File: src/shared/periph_irq_cfg.svh
// Offsets, field positions, masks and reset values for the peripheral
// interrupt enable/priority block. Definitions only.
`ifndef PERIPH_IRQ_CFG_SVH
`define PERIPH_IRQ_CFG_SVH

`define IRQ_ADDR_W        4
`define IRQ_DATA_W        8

`define OFS_ENABLE3       4'h0
`define OFS_PRIORITY1     4'h1
`define OFS_PRIORITY2     4'h2
`define OFS_PRIORITY3     4'h3
`define OFS_CONTROL       4'h4
`define OFS_STATUS        4'h5
`define OFS_MASK          4'h6

`define ENABLE3_MASK      8'h76
`define ENABLE3_RESET     8'h00
`define PRIORITY1_MASK    8'h7B
`define PRIORITY1_RESET   8'h7B
`define PRIORITY2_MASK    8'hFF
`define PRIORITY2_RESET   8'hFF
`define PRIORITY3_MASK    8'h76
`define PRIORITY3_RESET   8'h76
`define CONTROL_MASK      8'h01
`define CONTROL_RESET     8'h00
`define STATUS_MASK       8'h03
`define STATUS_RESET      8'h00
`define MASK_RESET        8'h00
`define ZERO_BYTE         8'h00

`define BIT_GPE           0
`define BIT_EV_HIGH       0
`define BIT_EV_LOW        1
`define BIT_DISPLAY       6
`define BIT_SERIAL2_RX    5
`define BIT_SERIAL2_TX    4
`define BIT_CAPCOMP2      2
`define BIT_CAPCOMP1      1
`define BIT_ADC           6
`define BIT_SERIAL1_RX    5
`define BIT_SERIAL1_TX    4
`define BIT_SYNC_SERIAL   3
`define BIT_TIMER2        1
`define BIT_TIMER1        0

`endif

File: src/shared/periph_irq_pkg.sv
// Types shared by the peripheral interrupt enable/priority block.
// Assumes periph_irq_cfg.svh is on the include path.
`include "periph_irq_cfg.svh"

package periph_irq_pkg;

  typedef logic [`IRQ_DATA_W-1:0] byte_t;

  typedef struct packed {
    logic [`IRQ_ADDR_W-1:0] addr;
    byte_t                  wdata;
    logic                   wr;
    logic                   rd;
  } reg_req_t;

  typedef struct packed {
    logic high;
    logic low;
  } irq_req_t;

endpackage

File: src/design/irq_route.sv
// One group of eight peripheral sources: gates flags by enables and
// steers each request to the high or low level.
// Assumes inputs synchronous to the clock.
`timescale 1ns/10ps
`include "periph_irq_cfg.svh"

module irq_route
  import periph_irq_pkg::*;
(
  input  wire logic     i_clk,
  input  wire logic     i_reset_n,
  input  wire byte_t    i_flags,
  input  wire byte_t    i_enable,
  input  wire byte_t    i_priority,
  input  wire logic     i_gpe,
  output irq_req_t      o_req
);

  byte_t    active;
  irq_req_t next_req;

  always_comb begin
    active = i_flags & i_enable;
    if (i_gpe) begin
      next_req.high = |(active & i_priority);
      next_req.low  = |(active & ~i_priority);
    end else begin
      // Legacy mode: priority bits ignored, everything goes high
      next_req.high = |active;
      next_req.low  = 1'b0;
    end
  end

  always_ff @(posedge i_clk or negedge i_reset_n) begin
    if (!i_reset_n) begin
      o_req <= '0;
    end else begin
      o_req <= next_req;
    end
  end

endmodule

File: src/design/periph_irq_ctrl.sv
// Peripheral interrupt enable register 3, priority registers 1..3,
// global priority enable and a small event status/mask pair.
// Assumes a single-clock register port with reads answered next cycle.
//
// Contract
// - Enable bit 1 gates capture/compare 1
// - Unimplemented bits read zero, ignore writes
// - Three separate peripheral priority registers exist
// - Priority bits matter only with global enable
// - Priority1 bit 6 sets converter priority
// - Priority1 bit 5 sets serial1 receive priority
// - Priority1 bit 4 sets serial1 transmit priority
// - Priority1 bits 3,1,0 implemented, reset one
`timescale 1ns/10ps
`include "periph_irq_cfg.svh"

module periph_irq_ctrl
  import periph_irq_pkg::*;
(
  input  wire logic                   I_SYS_CLK,
  input  wire logic                   I_RESET_N,
  input  wire logic [`IRQ_ADDR_W-1:0] I_ADDR,
  input  wire byte_t                  I_WDATA,
  input  wire logic                   I_WR,
  input  wire logic                   I_RD,
  input  wire byte_t                  I_GROUP1_FLAGS,
  input  wire byte_t                  I_GROUP1_ENABLE,
  input  wire byte_t                  I_GROUP3_FLAGS,
  input  wire logic                   I_DISPLAY_TYPE_B,
  input  wire logic                   I_DISPLAY_NONSTATIC,
  output byte_t                       O_RDATA,
  output logic                        O_IRQ_HIGH,
  output logic                        O_IRQ_LOW,
  output logic                        O_IRQ
);

  function automatic byte_t masked(input byte_t value, input byte_t keep);
    masked = value & keep;
  endfunction

  function automatic logic hit(input reg_req_t req,
                               input logic [`IRQ_ADDR_W-1:0] ofs);
    hit = req.wr && (req.addr == ofs);
  endfunction

  reg_req_t req;
  byte_t    peripheral_irq_enable_3;
  byte_t    peripheral_irq_priority_1;
  byte_t    peripheral_irq_priority_2;
  byte_t    peripheral_irq_priority_3;
  byte_t    control;
  byte_t    status;
  byte_t    mask;
  byte_t    enable3_eff;
  byte_t    status_set;
  byte_t    status_clr;
  byte_t    next_rdata;
  logic     global_priority_enable;
  logic     display_mode_ok;
  logic     high_q;
  logic     low_q;
  irq_req_t req1;
  irq_req_t req3;

  assign req = '{addr: I_ADDR, wdata: I_WDATA, wr: I_WR, rd: I_RD};
  assign global_priority_enable = control[`BIT_GPE];
  assign display_mode_ok = I_DISPLAY_TYPE_B && I_DISPLAY_NONSTATIC;

  always_ff @(posedge I_SYS_CLK or negedge I_RESET_N) begin
    if (!I_RESET_N) begin
      peripheral_irq_enable_3 <= `ENABLE3_RESET;
    end else if (hit(req, `OFS_ENABLE3)) begin
      peripheral_irq_enable_3 <= masked(req.wdata, `ENABLE3_MASK);
    end
  end

  always_ff @(posedge I_SYS_CLK or negedge I_RESET_N) begin
    if (!I_RESET_N) begin
      peripheral_irq_priority_1 <= `PRIORITY1_RESET;
      peripheral_irq_priority_2 <= `PRIORITY2_RESET;
      peripheral_irq_priority_3 <= `PRIORITY3_RESET;
    end else begin
      if (hit(req, `OFS_PRIORITY1)) begin
        peripheral_irq_priority_1 <= masked(req.wdata, `PRIORITY1_MASK);
      end
      if (hit(req, `OFS_PRIORITY2)) begin
        peripheral_irq_priority_2 <= masked(req.wdata, `PRIORITY2_MASK);
      end
      if (hit(req, `OFS_PRIORITY3)) begin
        peripheral_irq_priority_3 <= masked(req.wdata, `PRIORITY3_MASK);
      end
    end
  end

  always_ff @(posedge I_SYS_CLK or negedge I_RESET_N) begin
    if (!I_RESET_N) begin
      control <= `CONTROL_RESET;
      mask    <= `MASK_RESET;
    end else begin
      if (hit(req, `OFS_CONTROL)) begin
        control <= masked(req.wdata, `CONTROL_MASK);
      end
      if (hit(req, `OFS_MASK)) begin
        mask <= masked(req.wdata, `STATUS_MASK);
      end
    end
  end

  // Display enable is forced off outside the mode where it is valid
  always_comb begin
    enable3_eff = peripheral_irq_enable_3;
    enable3_eff[`BIT_DISPLAY] = peripheral_irq_enable_3[`BIT_DISPLAY]
                                && display_mode_ok;
  end

  irq_route u_group1 (
    .i_clk      (I_SYS_CLK),
    .i_reset_n  (I_RESET_N),
    .i_flags    (I_GROUP1_FLAGS),
    .i_enable   (I_GROUP1_ENABLE),
    .i_priority (peripheral_irq_priority_1),
    .i_gpe      (global_priority_enable),
    .o_req      (req1)
  );

  irq_route u_group3 (
    .i_clk      (I_SYS_CLK),
    .i_reset_n  (I_RESET_N),
    .i_flags    (I_GROUP3_FLAGS),
    .i_enable   (enable3_eff),
    .i_priority (peripheral_irq_priority_3),
    .i_gpe      (global_priority_enable),
    .o_req      (req3)
  );

  assign O_IRQ_HIGH = req1.high || req3.high;
  assign O_IRQ_LOW  = req1.low  || req3.low;

  // Events are the rising edges of the two request levels
  always_ff @(posedge I_SYS_CLK or negedge I_RESET_N) begin
    if (!I_RESET_N) begin
      high_q <= 1'b0;
      low_q  <= 1'b0;
    end else begin
      high_q <= O_IRQ_HIGH;
      low_q  <= O_IRQ_LOW;
    end
  end

  always_comb begin
    status_set = `ZERO_BYTE;
    status_set[`BIT_EV_HIGH] = O_IRQ_HIGH && !high_q;
    status_set[`BIT_EV_LOW]  = O_IRQ_LOW  && !low_q;
    status_clr = hit(req, `OFS_STATUS) ? req.wdata : `ZERO_BYTE;
  end

  // Set beats a same-cycle write-one-to-clear so no event is lost
  always_ff @(posedge I_SYS_CLK or negedge I_RESET_N) begin
    if (!I_RESET_N) begin
      status <= `STATUS_RESET;
    end else begin
      status <= masked((status & ~status_clr) | status_set, `STATUS_MASK);
    end
  end

  assign O_IRQ = |(status & mask);

  always_comb begin
    case (req.addr)
      `OFS_ENABLE3:   next_rdata = peripheral_irq_enable_3;
      `OFS_PRIORITY1: next_rdata = peripheral_irq_priority_1;
      `OFS_PRIORITY2: next_rdata = peripheral_irq_priority_2;
      `OFS_PRIORITY3: next_rdata = peripheral_irq_priority_3;
      `OFS_CONTROL:   next_rdata = control;
      `OFS_STATUS:    next_rdata = status;
      `OFS_MASK:      next_rdata = mask;
      default:        next_rdata = `ZERO_BYTE;
    endcase
  end

  // Read data held only in the cycle after the strobe
  always_ff @(posedge I_SYS_CLK or negedge I_RESET_N) begin
    if (!I_RESET_N) begin
      O_RDATA <= `ZERO_BYTE;
    end else if (req.rd) begin
      O_RDATA <= next_rdata;
    end else begin
      O_RDATA <= `ZERO_BYTE;
    end
  end
endmodule

File: config.mk
export PLATFORM = sky130hd
export DESIGN_NAME = periph_irq_ctrl
export DESIGN_NICKNAME = d
export VERILOG_FILES = /design/src/shared/periph_irq_pkg.sv /design/src/design/irq_route.sv /design/src/design/periph_irq_ctrl.sv
export VERILOG_INCLUDE_DIRS = /design/src /design/src/shared
export SDC_FILE = /design/constraint.sdc
export NUM_CORES = 1
export LEC_CHECK = 0
export BUFFER_PORTS_ARGS = -buffer_cell sky130_fd_sc_hd__buf_2
export CAP_MARGIN = 20
export CORE_MARGIN = 10
export CORE_UTILIZATION = 47
export CTS_CLUSTER_DIAMETER = 200
export DETAILED_ROUTE_END_ITERATION = 8
export PLACE_DENSITY = 0.81
export SKIP_LAST_GASP = 1
export SLEW_MARGIN = 25
export SYNTH_ARGS = -nofsm -noshare
export SYNTH_HDL_FRONTEND = slang
export SYNTH_SLANG_ARGS = --single-unit
File: constraint.sdc
create_clock -name I_SYS_CLK -period 1.3 [get_ports I_SYS_CLK]
set_clock_uncertainty 0.2 [all_clocks]
set_input_delay 0.39 -clock I_SYS_CLK [delete_from_list [all_inputs] [get_ports I_SYS_CLK]]
set_output_delay 0.39 -clock I_SYS_CLK [all_outputs]
set_load 0.05 [all_outputs]
* Word level (Yosys, flattened, before mapping)
Cells that the tools add are included.
** Storage, ports and cells
- Register bits :: 43
- Bits in latches :: 0
- Memory bits (writable) :: 0
- Bits in read-only memories :: 0
- Input bits :: 42
- Output and inout bits :: 11
- Logic and storage cells :: 60
- Memories kept :: 0
** Cells by class
- Add/subtract/negate cells :: 0
- $mul :: 0
- Divide/modulo/power cells :: 0
- Order comparisons :: 0
- Equal/unequal tests :: 6
- Shift operators :: 0
- Muxes and demuxes :: 5
- Bitwise operators :: 12
- Reduce and logical (&&, ||, !) cells :: 23
** Operator list (number)
- $pmux W8 S7 :: 1
- $reduce_or A8 Y1 :: 7
- $and A8 B7 Y8 :: 3
- $and A8 B8 Y8 :: 3
- $not A7 Y8 :: 2
- $eq A4 B3 Y1 const B :: 3
- $logic_and A1 B1 Y1 :: 11
- $eq A4 B2 Y1 const B :: 2
- $mux W8 :: 1
- $mux W2 :: 3
- $and A2 B2 Y2 :: 2
- $eq A4 B1 Y1 const B :: 1
- $logic_not A4 Y1 :: 1
- $logic_not A1 Y1 :: 2
- $logic_or A1 B1 Y1 :: 2
- $not A2 Y2 :: 1
- $or A2 B2 Y2 :: 1

* Depth between registers and ports, before layout
Gate-level depths: netlist of run 1.
- Word-level depth :: 6
- Gate-level depth with buffers :: 6
- Mapped depth without buffers :: 4

* Cells and area by module
A second synthesis of run 1 with hierarchy kept.
** Unflattened totals
- Cells, all modules :: 182
- Area, all modules :: 2187.1 um^2
** By module, submodules not included
- periph_irq_ctrl :: times used 1, cells an instance 122, area an instance 1784.2 um^2, seq. area each 999.7 um^2
- irq_route :: times used 2, cells an instance 30, area an instance 201.4 um^2, seq. area each 50.0 um^2

* Least setup slack after synthesis of run 1
OpenSTA, ideal clock, no wires.
- Path type :: in2reg
- Start :: in I_ADDR[2]
- End :: reg peripheral_irq_priority_3[2]
- Library setup time :: 82 ps
- Data arrival time :: 1340 ps
- Required time :: 1018 ps
- Slack :: -323 ps
- Stages on the path :: 5
- Buffers on the path :: 2
- Cells stage by stage :: buf_6 nor3b_4 and3_1 buf_6 mux2_2
** Between the ends
- Longest elaborated chain between the ends :: 2
** Ends and longest elaborated chain
- start: declaration :: RTL line periph_irq_ctrl.sv:22 : input wire logic [`IRQ_ADDR_W-1:0] I_ADDR,
- $eq A4 B2 Y1 :: RTL line periph_irq_ctrl.sv:43 : hit = req.wr && (req.addr == ofs);
- $logic_and A1 B1 Y1 :: RTL line periph_irq_ctrl.sv:43
- end signal: assignment :: RTL line periph_irq_ctrl.sv:81 : peripheral_irq_priority_3 <= `PRIORITY3_RESET;
- end signal: assignment :: RTL line periph_irq_ctrl.sv:90 : peripheral_irq_priority_3 <= masked(req.wdata, `PRIORITY3_MASK);
- end: declaration :: RTL line periph_irq_ctrl.sv:50 : byte_t peripheral_irq_priority_3;
Every way passes these cells.
A chain may end at the register's enable or synchronous reset.

* Worst setup path after layout of run 1
- Start :: reg mask[1]
- End :: out O_IRQ
** Between the ends
- Longest elaborated chain between the ends :: 2
** Ends and longest elaborated chain
- start: declaration :: RTL line periph_irq_ctrl.sv:53 : byte_t mask;
- start signal: assignment :: RTL line periph_irq_ctrl.sv:98 : mask <= `MASK_RESET;
- start signal: assignment :: RTL line periph_irq_ctrl.sv:104 : mask <= masked(req.wdata, `STATUS_MASK);
- $and A2 B2 Y2 :: RTL line periph_irq_ctrl.sv:166 : assign O_IRQ = |(status & mask);
- $reduce_or A8 Y1 :: RTL line periph_irq_ctrl.sv:166
- end: declaration :: RTL line periph_irq_ctrl.sv:34 : output logic O_IRQ
Every way passes these cells.

==> results of run 1 <==
flip-flops by register name, summed over array words and instances, names as in the netlist, 2 cells and up:
name,count
peripheral_irq_priority_3,5
u_group3.o_req,2
peripheral_irq_priority_2,8
status,2
mask,2
peripheral_irq_enable_3,5
peripheral_irq_priority_1,6
O_RDATA,8
u_group1.o_req,2
synth_stat cells (2+ instances only):
master,number
nand3_1,12
nand4_1,3
inv_1,5
dfstp_2,19
a21oi_1,5
buf_6,2
mux4_2,3
mux2i_1,2
nand2_1,19
mux2_2,27
dfrtp_1,24
or2_2,3
o31a_1,2
o22ai_1,4
nor2b_1,6
a22oi_1,4
nor2_1,8
o21ai_0,5
a22o_1,3
metal layers:
layer | share of wire | wire (um) | GRT usage | vias up
met3 | 0.051 | 293 | 0.0482 | 14
met2 | 0.54 | 3110 | 0.259 | 53
met4 | 0.022 | 127 | 0.0449 | 0
met1 | 0.39 | 2230 | 0.169 | 833
li1 | - | - | - | 779
met5 | 0 | 0 | 0 | -
worst max-delay path, cell delays in order, from the launching register on:
cell     delay (ps)
dfrtp_1         410
a22o_4          250
buf_6           150
cells by family (layout without fill, tap and decap cells):
kind of cell / after synthesis / after routing / share of synthesized area
multiplexers: 33 / 33 / 0.198
AND/OR/NAND/NOR: 59 / 59 / 0.149
AO/OA/AOI/OAI: 26 / 26 / 0.0853
buffers and inverters: 10 / 94 / 0.0282
flip-flops: 43 / 43 / 0.540
where the power goes:
| group | total [mW] | leakage (nW) | switching (mW) | internal, mW |
|---|---|---|---|---|
| clock | 1.09 | 0.0612 | 0.466 | 0.622 |
| sequential | 1.95 | 0.495 | 0.236 | 1.71 |
| combinational | 1.25 | 0.808 | 0.540 | 0.709 |
| total | 4.29 | 1.36 | 1.24 | 3.04 |
through the flow:
stage                     utilization  power (mW)
final                           0.735        4.29
after global routing            0.735        4.47
after global placement          0.619        2.93
after floorplan                     -        2.56
after CTS                       0.688        4.17
after detailed placement        0.619        2.97
what timing repair did:
item	4_1_cts	5_1_grt
buffers inserted	4	7
gates resized for setup	40	36
endpoints found under the hold margin	24	0
hold buffers	1	0
pin swaps	6	13
setup endpoints to repair	44	48
cell type report:
class / count / area (um2)
Inverter: 5 / 18.8
Clock buffer: 6 / 82.6
Sequential cell: 43 / 1100
Clock inverter: 2 / 35.0
Timing Repair Buffer: 81 / 649
Multi-Input combinational cell: 118 / 1060
Fill cell: 267 / 1080
Tap cell: 50 / 62.6
worst max path at each step:
stage,end,depth (start not counted)
6_report,O_IRQ,2
5_1_grt,O_IRQ,2
4_1_cts,O_IRQ,2
3_5_place_dp,peripheral_irq_priority_1[0]$_DFFE_PN1P_,4
3_3_place_gp,peripheral_irq_priority_1[6]$_DFFE_PN1P_,4
2_1_floorplan,peripheral_irq_priority_3[1]$_DFFE_PN1P_,5
==> results.yml, run 1 <==
pwr:
  powerDensity_nw_per_um2: 1430
  peakVddDrop_uv: 873
  power_leakage_nw: 1.36
place:
  dp_slack_ps: -437
  place_inst: 287
  post-dp-hpwl_mm: 3.88
  gp_congestion: 0.854
  post_dp_cell_area_um2: 2530
  io_buffers: 49
floorplanning:
  die_w_um: 85.9
  ioPinCount: 53
  dieArea_um2: 7370
  initial_core_util: 0.499
  dieHeight_um: 85.9
  core_area_um2: 4090
  num_rows: 23
synthesis:
  synth_area_leader_cell: "dfrtp_1"
  ys_types: 34
  yosysTopAreaCellShare: 0.295
  synth.net_count: 213
  synth-seq-cells: 43
  synth_edf_count: 0
  synthArstFlopShare: 1.00
  syn_avg_cell_area_um2: 11.9
  yosysWarnings: 0
  synth_ff_type: "dfrtp_1"
  postSynthCellCount: 171
  synthTopCellsByArea: "dfrtp_1 (29%), dfstp_2 (24%), mux2_2 (15%), nand2_1 (3.5%), mux4_2 (3.3%)"
  synth_area_um2: 2040
  yosysSeqAreaShare: 0.540
finish:
  final_area_um2: 3010
  area.growth.synth_to_final_pct: 47.5
  antenna_cells: 0
  final_nets: 296
  layout_common_cells: "buf_2 (34), dfrtp_1 (23), buf_4 (23)"
  mostFrequentLayoutCell: "buf_2"
  instances_no_fill: 305
  drive_above_1_share: 0.647
clock_tree:
  clk_latency_ps: 300
  cts_tree: "built"
  clock-sinks: 43
  clk_path_buf_depth: 2
  clk_pin_slew_ps: 80
  cts-root-buf: "clkbuf_8"
  cts_made_buffers: 5
  htree_levels: 2
routing:
  drc: 0
  vias_per_cell: 5.50
  drt-pass1-iter-count: 4
  ant_nets: 0
  vias: 1679
  routedWlPerCell_um: 18.9
  dr.first_iter.drc_count: 83
  drt-total-wl_mm: 5.77
timing:
  finalHoldViolCount: 0
  fmax_ghz: 0.588
  tightest_slew_ps: 340
  slew_violations: 0
  whs_ps: 125
  tns_ps: -3450
  setup_viol: 42
  fin_crit_sh: 1.31
  rsz0062_at_grt: "true"
  fin_ws_ps: -400
  fin_crit_ps: 1700
  maxSlewHeadroom: 0.773
setup_path:
  timing_worst_setup_path_type: "register to output pin"
  cp-start-kind: "register"
  r2r_end: "O_RDATA[1]$_DFF_PN0_"
  ff2ff_path_depth: 4
  crit_start: "mask[1]$_DFFE_PN0P_"
  crit_required_ps: 710
  r2r_slack_ps: -30
  rr_startpoint: "status[1]$_DFF_PN0_"
  crit_path_end_kind: "output pin"
  cp.arrival_ps: 1110
  critPathMaxFanout: 2
global_routing:
  grt_usage: 0.149
  grt_first_pass_wirelength_mm: 8.72
  grt_max_degree: 44
  grt_overflow: 0
  antenna_found_initial: 0
  grt_pass1_vias: 1779
worst_hold_path:
  hp-class: "input pin to register"
  hold_end: "peripheral_irq_priority_3[6]$_DFFE_PN1P_"
  min_delay_path_depth: 3
  hold_path.startpoint: "I_WDATA[6]"
outcome:
  status: "finished with violations"
  failed_checks: "setup timing"
run:
  max_cap_violations: 0
Power figures use the tool's default switching activity.
==> run 2: changes to the inputs <==
==> constraint.sdc (replaced) <==
create_clock -name I_SYS_CLK -period 1.3 [get_ports I_SYS_CLK]
set_clock_uncertainty 0.2 [all_clocks]
set_input_delay 0.39 -clock I_SYS_CLK [delete_from_list [all_inputs] [get_ports I_SYS_CLK]]
set_output_delay 0.39 -clock I_SYS_CLK [all_outputs]
set_load 0.01 [all_outputs]
==> run 2 against run 1 <==
  * The run still ends with setup timing left
  * Global-route usage fell by 0.68 points
  * Count of clock-buffer cells in the layout decreased by 1
  * Maximum frequency up 4.3%
  * Total power is 6.8% lower
  * Worst setup slack gained 70 ps
  * Combinational power fell by 18%
  * Sequential cell count is the same
  * Core utilization shrank 3.7 points
==> results.yml, run 2 (synthesis results as in run 1) <==
clock_tree:
  clk_path_buf_depth: 2
  clk_pin_slew_ps: 80
  htree_levels: 2
  clock-sinks: 43
  cts-root-buf: "clkbuf_8"
  cts_made_buffers: 5
  clk_latency_ps: 300
  cts_tree: "built"
pwr:
  combPwrFrac: 0.255
  p_sw_frac: 0.271
  p_clk_frac: 0.262
  p_switching_mw: 1.08
  power_leakage_nw: 1.33
  power.internal_mw: 2.91
  seq_power_share: 0.483
  peakVddDrop_uv: 1170
  powerDensity_nw_per_um2: 1400
timing:
  tns_ps: -2410
  fin_crit_sh: 1.25
  tightest_slew_ps: 311
  rsz0062_at_grt: "true"
  finalHoldViolCount: 0
  maxSlewHeadroom: 0.792
  fmax_ghz: 0.614
  setup_viol: 30
  fin_ws_ps: -330
  slew_violations: 0
  fin_crit_ps: 1630
place:
  dp_slack_ps: -458
  post-dp-hpwl_mm: 3.86
  io_buffers: 49
  gp_congestion: 0.851
  post_dp_cell_area_um2: 2530
routing:
  vias: 1660
  vias_per_cell: 5.50
  routedWlPerCell_um: 17.4
  drt-pass1-iter-count: 5
  drt-total-wl_mm: 5.26
  ant_nets: 0
  dr.first_iter.drc_count: 79
  drc: 0
setup_path:
  crit_path_end_kind: "output pin"
  cp.arrival_ps: 1040
  crit_required_ps: 710
  critPathMaxFanout: 2
  cp-start-kind: "register"
  crit_start: "u_group1.o_req[1]$_DFF_PN0_"
  rr_startpoint: "peripheral_irq_enable_3[5]$_DFFE_PN0P_"
  timing_worst_setup_path_type: "register to output pin"
global_routing:
  grt_overflow: 0
  grt_pass1_vias: 1774
  antenna_found_initial: 0
  grt_usage: 0.142
  grt_first_pass_wirelength_mm: 8.27
  grt_max_degree: 44
run:
  max_cap_violations: 0
floorplanning:
  dieHeight_um: 85.9
  die_w_um: 85.9
  dieArea_um2: 7370
  initial_core_util: 0.499
  ioPinCount: 53
  num_rows: 23
  core_area_um2: 4090
finish:
  mostFrequentLayoutCell: "buf_2"
  layout_common_cells: "buf_2 (43), dfrtp_1 (23), buf_4 (23)"
  multi_input_area_um2: 1020
  regArea_um2: 1100
  final_nets: 293
  area.growth.synth_to_final_pct: 40.0
  antenna_cells: 0
  post-route-util: 0.698
  final.fill_count: 292
  final_area_um2: 2850
  top_regs: "O_RDATA (8), peripheral_irq_priority_2 (8), peripheral_irq_priority_1 (6)"
  drive_above_1_share: 0.635
outcome:
  failed_checks: "setup timing"
  status: "finished with violations"
worst_hold_path:
  hold_path.startpoint: "I_WDATA[6]"
  hp-class: "input pin to register"
-- run 2: changes by cell type in the layout (fill, tap and decap cells not counted), moves of 2 or more --
| cell | delta |
|---|---|
| buf_2 | +9 |
| buf_6 | -7 |
| buf_8 | -3 |
| nand2_8 | -2 |
-- run 2: power groups by stage --
| stage | Sequential, mW | Combinational [mW] | Clock (mW) |
|---|---|---|---|
| 2_1_floorplan | 1.85 | 0.549 | 0 |
| 3_3_place_gp | 1.92 | 0.834 | 0 |
| 3_5_place_dp | 1.94 | 0.861 | 0 |
| 4_1_cts | 1.91 | 0.950 | 1.07 |
| 5_1_grt | 1.96 | 1.10 | 1.12 |
| 6_report | 1.93 | 1.02 | 1.05 |
-- run 2: per-stage QoR --
stage / power (mW) / hold slack [ps] / instances
global placement: 2.76 / 176 / 288
CTS: 3.93 / 116 / 300
floorplan: 2.40 / -106 / 171
finish: 3.99 / 113 / 302
global route: 4.19 / 108 / 302
detailed placement: 2.80 / 179 / 288
-- run 2: timing repair --
| action | 4_1_cts | 5_1_grt |
|---|---|---|
| hold buffers | 1 | 0 |
| setup buffers | 3 | 3 |
| endpoints found under the setup margin | 43 | 44 |
| pin swaps | 6 | 12 |
| cloned | 0 | 0 |
| gates resized for setup | 18 | 27 |
| endpoints found under the hold margin | 24 | 0 |
-- run 2: path summary, 6_finish.rpt --
kind                       slack, ps  cells after the start                                  endpoint
setup reg to reg                 -50                      2                      O_RDATA[5]$_DFF_PN0_
hold reg to reg                  290                      2                      O_RDATA[7]$_DFF_PN0_
hold / removal                   110                      3  peripheral_irq_priority_3[6]$_DFFE_PN1P_
max in group asynchronous        240                      3  peripheral_irq_priority_2[2]$_DFFE_PN1P_
min in group asynchronous        380                      3                       status[0]$_DFF_PN0_
setup / recovery                -330                      2                                O_IRQ_HIGH
-- run 2: layout make-up --
type / instances / area share
Multi-Input combinational cell: 118 / 0.356
Timing Repair Buffer: 78 / 0.190
Clock inverter: 3 / 0.0153
Clock buffer: 5 / 0.0241
Sequential cell: 43 / 0.386
Tap cell: 50 / 0.0219
Inverter: 5 / 0.00658
-- run 2: per-layer routing --
metal	vias to the layer above	routed length, um	track usage
met4	0	102	0.0614
met3	9	324	0.0643
li1	777	-	-
met2	55	2690	0.232
met5	-	0	0
met1	819	2150	0.155
-- run 2: worst max-delay path, stage by stage, from the launching register on --
cell	delay [ps]
dfrtp_1	370
or2_4	250
buf_6	120
==> run 3: changes to the inputs <==
--- a/config.mk
+++ b/config.mk
@@ -13,6 +13,7 @@
 export CTS_CLUSTER_DIAMETER = 200
 export DETAILED_ROUTE_END_ITERATION = 8
 export PLACE_DENSITY = 0.81
+export RECOVER_POWER = 50
 export SKIP_LAST_GASP = 1
 export SLEW_MARGIN = 25
 export SYNTH_ARGS = -nofsm -noshare
==> run 3 against run 2 <==
  * Largest cell class unchanged
  * Cell count unchanged
  * The run still ends with setup timing left
  * Count of clock-buffer cells in the layout unchanged
  * Critical endpoint unchanged
  * Sequential power about the same
  * Clock power about the same
  * Non-clock buffer count unchanged
==> results.yml, run 3 (synthesis results as in run 1) <==
timing:
  fin_crit_ps: 1630
  maxSlewHeadroom: 0.747
  fin_crit_sh: 1.25
  rsz0062_at_grt: "true"
  tightest_slew_ps: 380
  tns_ps: -2410
  finalHoldViolCount: 0
  fmax_ghz: 0.614
  slew_violations: 0
  fin_ws_ps: -330
  setup_viol: 30
global_routing:
  grt_usage: 0.142
  grt_first_pass_wirelength_mm: 8.27
  use_met2: 0.232
  use_met3: 0.0643
  use_met1: 0.155
  grt_pass1_vias: 1774
  antenna_found_initial: 0
  top_usage_layer: "met2"
  grt_max_degree: 44
  grt_overflow: 0
setup_path:
  timing_worst_setup_path_type: "register to output pin"
  path_delay_family: "flip-flops"
  critPathBufInv: 1
  cp-start-kind: "register"
  crit_start: "u_group1.o_req[1]$_DFF_PN0_"
  slowest_stage: "dfrtp_1"
  path_cells: "or2_4, buf_6"
  crit_required_ps: 710
  critPathMaxFanout: 2
  crit_path_end_kind: "output pin"
  cp.arrival_ps: 1040
  rr_startpoint: "peripheral_irq_enable_3[5]$_DFFE_PN0P_"
  r2r_slack_ps: -50
  ff2ff_path_depth: 2
  r2r_end: "O_RDATA[5]$_DFF_PN0_"
  cpPeakStageDelay_ps: 370
place:
  gp_congestion: 0.851
  post-dp-hpwl_mm: 3.86
  io_buffers: 49
  place_inst: 288
finish:
  final_nets: 293
  layout_common_cells: "buf_2 (42), dfrtp_1 (23), buf_4 (23)"
  antenna_cells: 0
  mostFrequentLayoutCell: "buf_2"
  area.growth.synth_to_final_pct: 39.5
  top_regs: "O_RDATA (8), peripheral_irq_priority_2 (8), peripheral_irq_priority_1 (6)"
  drive_above_1_share: 0.631
  instances_no_fill: 302
clock_tree:
  cts_tree: "built"
  clock-sinks: 43
  clk_path_buf_depth: 2
  clk_latency_ps: 300
  cts-root-buf: "clkbuf_8"
  cts_made_buffers: 5
  clk_pin_slew_ps: 80
  htree_levels: 2
pwr:
  power_leakage_nw: 1.32
  combPwrFrac: 0.254
  powerDensity_nw_per_um2: 1400
  power.internal_mw: 2.91
  peakVddDrop_uv: 1170
  seq_power_share: 0.484
  power_mw: 3.99
  p_clk_frac: 0.262
  p_switching_mw: 1.08
  p_sw_frac: 0.272
worst_hold_path:
  hold_path.startpoint: "I_WDATA[6]"
  min_delay_path_depth: 3
  hold_end: "peripheral_irq_priority_3[6]$_DFFE_PN1P_"
  hp-class: "input pin to register"
run:
  max_cap_violations: 0
routing:
  drt-pass1-iter-count: 5
  vias: 1662
  routedWlPerCell_um: 17.4
  drc: 0
  vias_per_cell: 5.50
  dr.first_iter.drc_count: 79
  drt-total-wl_mm: 5.25
  ant_nets: 0
floorplanning:
  dieHeight_um: 85.9
  num_rows: 23
  dieArea_um2: 7370
  ioPinCount: 53
  die_w_um: 85.9
  core_area_um2: 4090
  initial_core_util: 0.499
outcome:
  failed_checks: "setup timing"
  status: "finished with violations"
run 3: cell count changes in the layout (fill, tap and decap cells not counted):
cell | before | now
buf_12 | 2 | 1
buf_2 | 43 | 42
buf_6 | 8 | 9
clkbuf_1 | 0 | 1
run 3: through the flow:
step | setup WS [ps] | area (um2) | hold WS (ps) | util
floorplan | -313 | 2100 | -106 | -
global placement | -420 | 2530 | 176 | 0.620
detailed placement | -458 | 2530 | 179 | 0.620
CTS | -337 | 2740 | 116 | 0.671
global route | -368 | 2840 | 108 | 0.696
finish | -330 | 2840 | 113 | 0.696
run 3: how the worst max path moves through the flow:
stage / to / slack (ps) / depth (start not counted)
2_1_floorplan: peripheral_irq_priority_3[1]$_DFFE_PN1P_ / -310 / 5
3_3_place_gp: peripheral_irq_priority_1[6]$_DFFE_PN1P_ / -420 / 4
3_5_place_dp: peripheral_irq_priority_1[6]$_DFFE_PN1P_ / -460 / 4
4_1_cts: O_IRQ / -340 / 2
5_1_grt: O_IRQ_HIGH / -370 / 2
6_report: O_IRQ_HIGH / -330 / 2
run 3: timing repair:
item	in CTS	in global routing
gates cloned	0	0
buffers inserted	3	3
pin swaps	6	12
setup endpoints to repair	43	44
endpoints found under the hold margin	24	0
gates resized for setup	18	27
hold buffers	1	0
run 3: power groups by stage:
| stage | Combinational (mW) | Sequential [mW] | Clock, mW |
|---|---|---|---|
| 2_1_floorplan | 0.549 | 1.85 | 0 |
| 3_3_place_gp | 0.834 | 1.92 | 0 |
| 3_5_place_dp | 0.861 | 1.94 | 0 |
| 4_1_cts | 0.950 | 1.91 | 1.07 |
| 5_1_grt | 1.10 | 1.96 | 1.12 |
| 6_report | 1.01 | 1.93 | 1.05 |
run 3: layout make-up:
type                    instances  area [um2]
clock buffers                   5        68.8
flip-flops and latches         43        1100
multi-input cells             118        1020
clock inverters                 3        43.8
fillers                       296        1240
inverters                       5        18.8
repair buffers                 78         533
well taps                      50        62.6
run 3: routing by layer:
layer / up-vias / wire length [um]
met5: - / 0
met4: 0 / 102
met3: 9 / 324
met2: 55 / 2690
met1: 821 / 2140
li1: 777 / -
run 3: tightest hold or removal path, cell delays in order:
cell and delay (ps):
buf_2 120, nand2_2 60, o21ai_2 40
